<file path="src/pkg/sdpt_map.svh">
/*
  constants for the power-down and termination control block:
  field positions, widths and timing counts.
  assumes the includer compiles it once per unit; guarded anyway.
*/
`ifndef SDPT_MAP_SVH
`define SDPT_MAP_SVH

// clock rate in mhz
`define SDPT_CLK_MHZ 50
// entry guard interval in cycles (cke low to receivers off)
`define SDPT_CPDED_CYC 4'h1
// width of latency counters
`define SDPT_LAT_W 5
// width of the operation-in-flight countdown
`define SDPT_BUSY_W 8
// number of banks
`define SDPT_BANKS 8
// field positions of the captured mode bits
`define SDPT_MR0_A12 12
`define SDPT_MR1_A2 2
`define SDPT_MR1_A6 6
`define SDPT_MR1_A9 9
`define SDPT_MR2_A9 9
`define SDPT_MR2_A10 10
// minimum latency accepted for cwl + al - 2
`define SDPT_LAT_MIN 5'h0_1

`endif

</file>
<file path="src/pkg/sdpt_pkg.sv">
/*
  types for the power-down and termination control block.
  assumes sdpt_map.svh is available on the include path.
*/
package sdpt_pkg;

  // power state, one-hot
  typedef enum logic [4:0] {
    SDPT_ST_ON     = 5'b0_0001, // cke high, normal operation
    SDPT_ST_SETTLE = 5'b0_0010, // cke low, finishing in-flight work
    SDPT_ST_APD    = 5'b0_0100, // active power-down
    SDPT_ST_PPD    = 5'b0_1000, // precharge power-down
    SDPT_ST_RST    = 5'b1_0000  // reset state
  } sdpt_state_t;

  // decoded command strobes sampled on a clock edge
  typedef struct packed {
    logic nop;   // nop or deselect
    logic act;   // activate
    logic pre;   // precharge single bank
    logic prea;  // precharge all
    logic wr;    // write
    logic rd;    // read
  } sdpt_cmd_t;

  // termination status seen by the pads
  typedef struct packed {
    logic       on;     // termination connected
    logic [2:0] nom;    // nominal resistance code
    logic [1:0] wrval;  // write resistance code
  } sdpt_term_t;

endpackage

</file>
<file path="src/core/sdpt_ctrl.sv">
/*
  power-down entry/exit and synchronous on-die termination control.
  assumes cke, odt, reset_n and decoded commands are synchronous to clock,
  and that the controller keeps its own side of the protocol.
*/
`include "sdpt_map.svh"
module sdpt_ctrl #(
  parameter int BANKS = `SDPT_BANKS,
  parameter int BUSY_W = `SDPT_BUSY_W
) (
  // clock and reset
  input wire logic clock,
  input wire logic sys_rst,
  // memory pins, already decoded
  input wire logic cke,
  input wire logic odt,
  input wire logic reset_n,
  input wire sdpt_pkg::sdpt_cmd_t cmd,
  input wire logic [2:0] cmd_bank,
  // in-flight internal work (row, precharge, refresh) remaining cycles
  input wire logic [BUSY_W-1:0] op_busy_cyc,
  // mode register contents
  input wire logic [15:0] mr0,
  input wire logic [15:0] mr1,
  input wire logic [15:0] mr2,
  input wire logic [4:0] cwl,
  input wire logic [4:0] al,
  input wire logic dll_locked,
  input wire logic self_refresh,
  // read data drivers active
  input wire logic dq_driving,
  // status outputs
  output sdpt_pkg::sdpt_state_t pd_state,
  output logic in_buf_en,
  output logic cmd_rx_en,
  output logic dll_on,
  output logic sync_odt,
  output sdpt_pkg::sdpt_term_t term
);

  // power state and counters
  sdpt_pkg::sdpt_state_t state_ff, nxt_state;
  logic [BANKS-1:0] bank_open_ff, nxt_bank_open;
  logic [3:0] guard_ff, nxt_guard;
  // termination pipeline: one bit per latency stage
  logic [31:0] odt_pipe_ff, nxt_odt_pipe;
  logic term_on_ff, nxt_term_on;

  // termination enabled by any resistance bit
  logic [2:0] nom_bits;
  logic [1:0] wr_bits;
  logic mr_term_en;
  logic [4:0] lat;
  logic dll_run;
  assign nom_bits = {mr1[`SDPT_MR1_A9], mr1[`SDPT_MR1_A6], mr1[`SDPT_MR1_A2]};
  assign wr_bits = {mr2[`SDPT_MR2_A10], mr2[`SDPT_MR2_A9]};
  assign mr_term_en = (|nom_bits) | (|wr_bits);
  // latency; a setting below one is clamped so the pipeline stays causal
  assign lat = ((cwl + al) > 5'h0_2 + `SDPT_LAT_MIN) ? 5'(cwl + al - 5'h0_2) : `SDPT_LAT_MIN;

  // next power state, bank tracking and guard counter
  always_comb begin
    nxt_state = state_ff;
    nxt_bank_open = bank_open_ff;
    nxt_guard = guard_ff;
    // banks change only on commands received in the on state, and all clear while reset_n is low
    if (state_ff == sdpt_pkg::SDPT_ST_ON && cke) begin
      if (cmd.act) begin
        nxt_bank_open[cmd_bank] = 1'b1;
      end else if (cmd.pre) begin
        nxt_bank_open[cmd_bank] = 1'b0;
      end else if (cmd.prea) begin
        nxt_bank_open = '0;
      end
    end
    if (!reset_n) begin
      // reset wins over any power-down state
      nxt_state = sdpt_pkg::SDPT_ST_RST;
      nxt_bank_open = '0;
      nxt_guard = '0;
    end else begin
      unique case (state_ff)
        sdpt_pkg::SDPT_ST_RST: begin
          nxt_state = sdpt_pkg::SDPT_ST_ON;
        end
        sdpt_pkg::SDPT_ST_ON: begin
          if (!cke && cmd.nop && !self_refresh) begin
            nxt_state = sdpt_pkg::SDPT_ST_SETTLE;
            nxt_guard = `SDPT_CPDED_CYC;
          end
        end
        sdpt_pkg::SDPT_ST_SETTLE, sdpt_pkg::SDPT_ST_APD, sdpt_pkg::SDPT_ST_PPD: begin
          if (guard_ff != 4'h0) begin
            nxt_guard = guard_ff - 4'h1;
          end
          if (cke && cmd.nop) begin
            nxt_state = sdpt_pkg::SDPT_ST_ON;
          end else if (state_ff == sdpt_pkg::SDPT_ST_SETTLE && op_busy_cyc == '0) begin
            // in-flight work done: pick the type from open banks
            nxt_state = (|bank_open_ff) ? sdpt_pkg::SDPT_ST_APD : sdpt_pkg::SDPT_ST_PPD;
          end
        end
        default: nxt_state = sdpt_pkg::SDPT_ST_RST;
      endcase
    end
  end

  // register power state
  always_ff @(posedge clock) begin
    if (sys_rst) begin
      state_ff <= sdpt_pkg::SDPT_ST_RST;
      bank_open_ff <= '0;
      guard_ff <= 4'h0;
    end else begin
      state_ff <= nxt_state;
      bank_open_ff <= nxt_bank_open;
      guard_ff <= nxt_guard;
    end
  end

  // dll frozen only in slow-exit precharge power-down
  assign dll_run = !(state_ff == sdpt_pkg::SDPT_ST_PPD && !mr0[`SDPT_MR0_A12]);
  // synchronous timing needs a running, locked dll
  assign sync_odt = dll_run && dll_locked;

  // next termination state
  always_comb begin
    nxt_odt_pipe = {odt_pipe_ff[30:0], odt};
    nxt_term_on = 1'b0;
    if (self_refresh || !mr_term_en || state_ff == sdpt_pkg::SDPT_ST_RST) begin
      nxt_term_on = 1'b0;
    end else if (sync_odt) begin
      // the pin sampled lat edges ago decides; drivers hold it off
      nxt_term_on = odt_pipe_ff[lat - 5'h0_1] && !dq_driving;
    end else begin
      // frozen or unlocked dll: follow the pin without latency
      nxt_term_on = odt && !dq_driving;
    end
  end

  // register termination
  always_ff @(posedge clock) begin
    if (sys_rst) begin
      odt_pipe_ff <= 32'h0000_0000;
      term_on_ff <= 1'b0;
    end else begin
      odt_pipe_ff <= nxt_odt_pipe;
      term_on_ff <= nxt_term_on;
    end
  end

  // outputs
  assign pd_state = state_ff;
  assign dll_on = dll_run;
  // input buffers on only in the on state, off in power-down and in reset
  assign in_buf_en = (state_ff == sdpt_pkg::SDPT_ST_ON);
  // command receivers survive the guard interval
  assign cmd_rx_en = in_buf_en || (state_ff != sdpt_pkg::SDPT_ST_RST && guard_ff != 4'h0);
  // one driver for the whole struct, so no tool sees several writers of one variable
  assign term = '{on: term_on_ff, nom: nom_bits, wrval: wr_bits};

  // power-down entry takes one edge
  pd_entry_a: assert property (@(posedge clock) disable iff (sys_rst)
    state_ff == sdpt_pkg::SDPT_ST_ON && !cke && cmd.nop && !self_refresh && reset_n
    |=> state_ff == sdpt_pkg::SDPT_ST_SETTLE)
    else $error("power-down not entered");
  pd_exit_a: assert property (@(posedge clock) disable iff (sys_rst)
    (state_ff inside {sdpt_pkg::SDPT_ST_APD, sdpt_pkg::SDPT_ST_PPD}) && cke && cmd.nop && reset_n
    |=> state_ff == sdpt_pkg::SDPT_ST_ON)
    else $error("power-down not exited");
  pd_type_a: assert property (@(posedge clock) disable iff (sys_rst)
    state_ff == sdpt_pkg::SDPT_ST_PPD |-> bank_open_ff == '0)
    else $error("precharge power-down with open bank");
  settle_wait_a: assert property (@(posedge clock) disable iff (sys_rst)
    state_ff == sdpt_pkg::SDPT_ST_SETTLE && op_busy_cyc != '0 && !cke && reset_n
    |=> state_ff == sdpt_pkg::SDPT_ST_SETTLE)
    else $error("settled before work finished");
  reset_exit_a: assert property (@(posedge clock) disable iff (sys_rst)
    !reset_n |=> state_ff == sdpt_pkg::SDPT_ST_RST)
    else $error("reset did not force exit");
  dll_freeze_a: assert property (@(posedge clock) disable iff (sys_rst)
    state_ff == sdpt_pkg::SDPT_ST_APD |-> dll_on)
    else $error("dll off in active power-down");
  rx_guard_a: assert property (@(posedge clock) disable iff (sys_rst)
    $rose(state_ff == sdpt_pkg::SDPT_ST_SETTLE) |-> cmd_rx_en && !in_buf_en)
    else $error("receivers off inside guard");
  term_off_a: assert property (@(posedge clock) disable iff (sys_rst)
    self_refresh || !mr_term_en |=> !term.on)
    else $error("termination on while disabled");
  term_lat_a: assert property (@(posedge clock) disable iff (sys_rst)
    sync_odt && mr_term_en && !self_refresh && !dq_driving && state_ff != sdpt_pkg::SDPT_ST_RST
    |=> term.on == $past(odt_pipe_ff[lat - 5'h0_1]))
    else $error("termination latency wrong");
  term_drive_a: assert property (@(posedge clock) disable iff (sys_rst)
    dq_driving |=> !term.on)
    else $error("terminating while driving");

  // main scenarios
  cov_apd_c: cover property (@(posedge clock) state_ff == sdpt_pkg::SDPT_ST_APD);
  cov_ppd_c: cover property (@(posedge clock) state_ff == sdpt_pkg::SDPT_ST_PPD && !dll_on);
  cov_term_c: cover property (@(posedge clock) $rose(term.on));
  cov_rst_c: cover property (@(posedge clock) $past(state_ff == sdpt_pkg::SDPT_ST_APD) && !reset_n);

endmodule

</file>
<file path="config.mk">
export PLATFORM = sky130hd
export DESIGN_NAME = sdpt_ctrl
export DESIGN_NICKNAME = d
export VERILOG_FILES = /design/src/pkg/sdpt_pkg.sv /design/src/core/sdpt_ctrl.sv
export VERILOG_INCLUDE_DIRS = /design/src /design/src/pkg
export SDC_FILE = /design/constraint.sdc
export NUM_CORES = 1
export LEC_CHECK = 0
export BUFFER_PORTS_ARGS = -buffer_cell sky130_fd_sc_hd__buf_2
export CAP_MARGIN = 20
export CORE_MARGIN = 2
export CORE_UTILIZATION = 30
export CTS_CLUSTER_DIAMETER = 30
export DETAILED_ROUTE_END_ITERATION = 8
export PLACE_DENSITY = 0.59
export SLEW_MARGIN = 20
export SYNTH_ARGS = -nofsm -noshare
export SYNTH_HDL_FRONTEND = slang
export SYNTH_SLANG_ARGS = --single-unit
</file>
<file path="constraint.sdc">
create_clock -name clock -period 3.85 [get_ports clock]
set_input_delay 0.1925 -clock clock [delete_from_list [all_inputs] [get_ports clock]]
set_output_delay 0.1925 -clock clock [all_outputs]
set_load 0.005 [all_outputs]
</file>
==> key figures <==
Clock tree
  • Worst-Skew Late Latency: 0.31 ns
  • CTS Root Cell: clkbuf_8
  • Clock sinks: 50
  • CTS Buffer Depth: 2
  • CTS tree: built
  • Hold buffers post-CTS: 0
  • CTS clock-pin slew for the worst setup and hold paths: 0.10 ns
  • H-tree depth: 2
  • CTS Buf Count: 5

Die
  • Initial Util: 31.21%
  • Core area: 8763 sq um
  • Io pins: 98
  • Die H: 99.49 um
  • Die area: 9897 sq um
  • Row count: 34
  • Die width: 99.49 um

Synth
  • Area share of the leading cell type in the synthesized netlist: 36.60%
  • Post-Syn Instances: 287
  • Post-synth ARST share: 0%
  • Post-Syn Nets: 379
  • Synth top area cells: dfxtp_1 (37%), nor2b_1 (8.0%), mux4_1 (7.7%), a21oi_1 (3.8%), ha_1 (3.7%)
  • Synth Flop Type: dfxtp_1
  • Yosys Warn Count: 0
  • Sequential fraction of the synthesis area: 36.60%
  • Distinct cells, synth: 50
  • Synth Cell Area: 2735 sq um
  • Number of synthesized register bits: 50
  • Synth area leader: dfxtp_1
  • Post-synth EDFFs: 0
  • Syn_area_per_cell: 9.530 sq um

Placed design
  • Dpl cell area: 3184 sq um
  • HPWL after detailed placement: 4.397 mm
  • RePlAce Congestion: 0.8047
  • Port bufs: 53

Power
  • Sequential share of power: 40.8%
  • Internal: 0.9509 mW
  • Clock network fraction of total power: 35.2%
  • Maximum VDD drop: 0.0001392 V
  • Sw Ratio: 25.74%
  • Power Dens Cells: 384.3 nW/um^2
  • Final Power: 1.281 mW
  • Pleak: 1.375 nW
  • Comb pwr share: 24.1%
  • Sw Pwr: 0.3296 mW

Global route
  • Grt total ovfl: 0
  • Initial antenna violation count: 0
  • Vias in the first global route: 2258
  • Tot GR Track Use: 12.37%
  • Pin count of the biggest net entering global routing: 35
  • First-pass GRT wire length: 10.23 mm

Drt
  • Via count: 2299
  • Total wire length: 5.876 mm
  • Uppermost layer routed: met4
  • Metal2 WL: 2.737 mm
  • M1 WL: 2.833 mm
  • Wire per inst: 12.86 um
  • Final ANT Viol Nets: 0
  • DR iter-0 viols: 103
  • Drt pass-1 iters: 4
  • DRC: 0
  • WL met3: 242 um
  • Via density: 5.031

STA
  • Fmax achieved: 278.4 MHz
  • Min cycle time layout: 3.592 ns
  • Relative slew slack: 55.52%
  • Hold slack: 0.1357 ns
  • Clk_skew: 0.01622 ns
  • Final Max Slew Viols: 0
  • Final setup fails: 0
  • Final hold vios: 0
  • RSZ-0062 raised after global routing: no
  • Slew @ Worst Pin: 0.6671 ns
  • Setup_tns: 0 ns
  • Fin crit share: 93.29%

Run status
  • Status: finished, final reports clean

Final layout
  • Fraction of layout instances using a drive strength above 1: 27.51%
  • N_diodes: 0
  • P&R area growth vs syn: 21.82%
  • Final nets: 440
  • Final Cell Area: 3332 sq um

Worst setup path
  • Critical Path AT: 3.79 ns
  • Critical Path Start: cwl[0]
  • Delay-heaviest family, CP: compound AO/OA/AOI/OAI gates
  • Worst setup EP type: flip-flop
  • Crit path launch type: input pin
  • CP most frequent cell: ha_1
  • Critical path fanouts, max: 6
  • Critical path class: input pin to flip-flop
  • Crit path cell chain: buf_2 -> ha_1 -> fa_2 -> xnor2_1 -> ha_1 -> nand2_1 -> nor2_1 -> a2111oi_2 -> or2_2 -> ha_1 -> and2b_2 -> nor3b_1 -> a311o_1 -> a2111oi_4 -> buf_4 -> mux2i_1 -> o211ai_1 -> o211a_1
  • Worst reg2reg startpoint: pd_state[2]$_SDFFE_PP0P_
  • CP Buf/Inv Count: 2
  • Critical path's largest stage delay: 0.41 ns
  • Critical path required time: 4.04 ns
  • Worst path slowest cell: fa_2

Job
  • # Max-Cap Violations: 0

Hold path
  • Worst hold path startpoint: odt
  • Hold WC Path Type: input pin to flip-flop
## worst paths after layout
kind                                  endpoint  slack [ns]  cells past startpoint
setup / recovery         term_on_ff$_SDFF_PP0_        0.26                     18
hold / removal       odt_pipe_ff[0]$_SDFF_PP0_        0.14                      2
setup reg to reg  bank_open_ff[6]$_SDFFE_PP0P_        1.72                      7
hold reg to reg      odt_pipe_ff[2]$_SDFF_PP0_        0.45                      1
## power by group through the flow
stage / Combinational, mW / Clock (mW) / Sequential [mW]
global placement: 0.307 / 0 / 0.534
global route: 0.344 / 0.481 / 0.523
finish: 0.308 / 0.450 / 0.522
CTS: 0.312 / 0.463 / 0.522
detailed placement: 0.310 / 0 / 0.534
floorplan: 0.207 / 0 / 0.534
## Yosys cell counts (8+ instances only)
library cell  number
nor2_1            12
mux4_1             8
o21ai_0            9
ha_1               8
a21oi_1           21
nor3_1            17
nand3_1            8
nor2b_1           35
clkbuf_1           8
nand2_1           15
dfxtp_1           50
## repair_timing
item / in CTS / in global routing
setup endpoints to repair: 0 / 1
setup buffers: 0 / 0
gates resized for setup: 0 / 1
## layout make-up
cell class | instances | area [sq um]
fill | 879 | 5431
multi-input combinational | 213 | 1627
sequential | 50 | 1001
timing repair buffer | 71 | 400.4
tap | 108 | 135.1
clock buffer | 6 | 82.58
clock inverter | 2 | 60.06
inverter | 7 | 26.28
## cells by family after synthesis
group | Yosys count | synth area share (%)
mux | 13 | 9.561
flops | 50 | 36.60
simple gates | 127 | 27.26
xor+xnor | 8 | 2.561
compound gates | 56 | 15.19
buf+inv | 24 | 4.437
fa+ha+maj | 9 | 4.392
## routing by layer
layer,global-route usage [%],vias to the layer above
met4,2.845,0
li1,-,1168
met2,20.74,53
met3,2.038,6
met1,16.78,1072
met5,0,-
## sequential cells by signal (all words and copies together), names as in the netlist
name	count
odt_pipe_ff	32
bank_open_ff	8
guard_ff	4
pd_state	5
term_on_ff	1
## through the flow
stage | instances | setup WS [ns] | utilization, %
after CTS | 457 | 0.2360 | 37.96
after detailed placement | 449 | -0.07018 | 36.34
after global routing | 457 | 0.02459 | 38.02
after floorplan | 287 | 0.1016 | -
after global placement | 449 | -0.05276 | 36.34
final | 457 | 0.2584 | 38.02
## cells in the final DEF (no fill, tap or decap), types with 3 or more instances in the layout
cell type,count
nand2_1,15
o211ai_1,3
o21ai_0,9
a211oi_1,5
a31oi_1,4
or2_2,3
nor2b_1,35
buf_2,53
nor3_1,17
mux2i_1,4
ha_1,8
xnor2_1,4
a21oi_1,21
inv_1,6
or3_1,3
nand3_1,8
dfxtp_1,50
nor4_1,6
nor2_1,12
xor2_1,4
nand2b_1,5
nor3b_1,5
buf_4,18
nand3b_1,4
clkbuf_8,6
mux4_1,8
(Power assumes the default switching activity.)
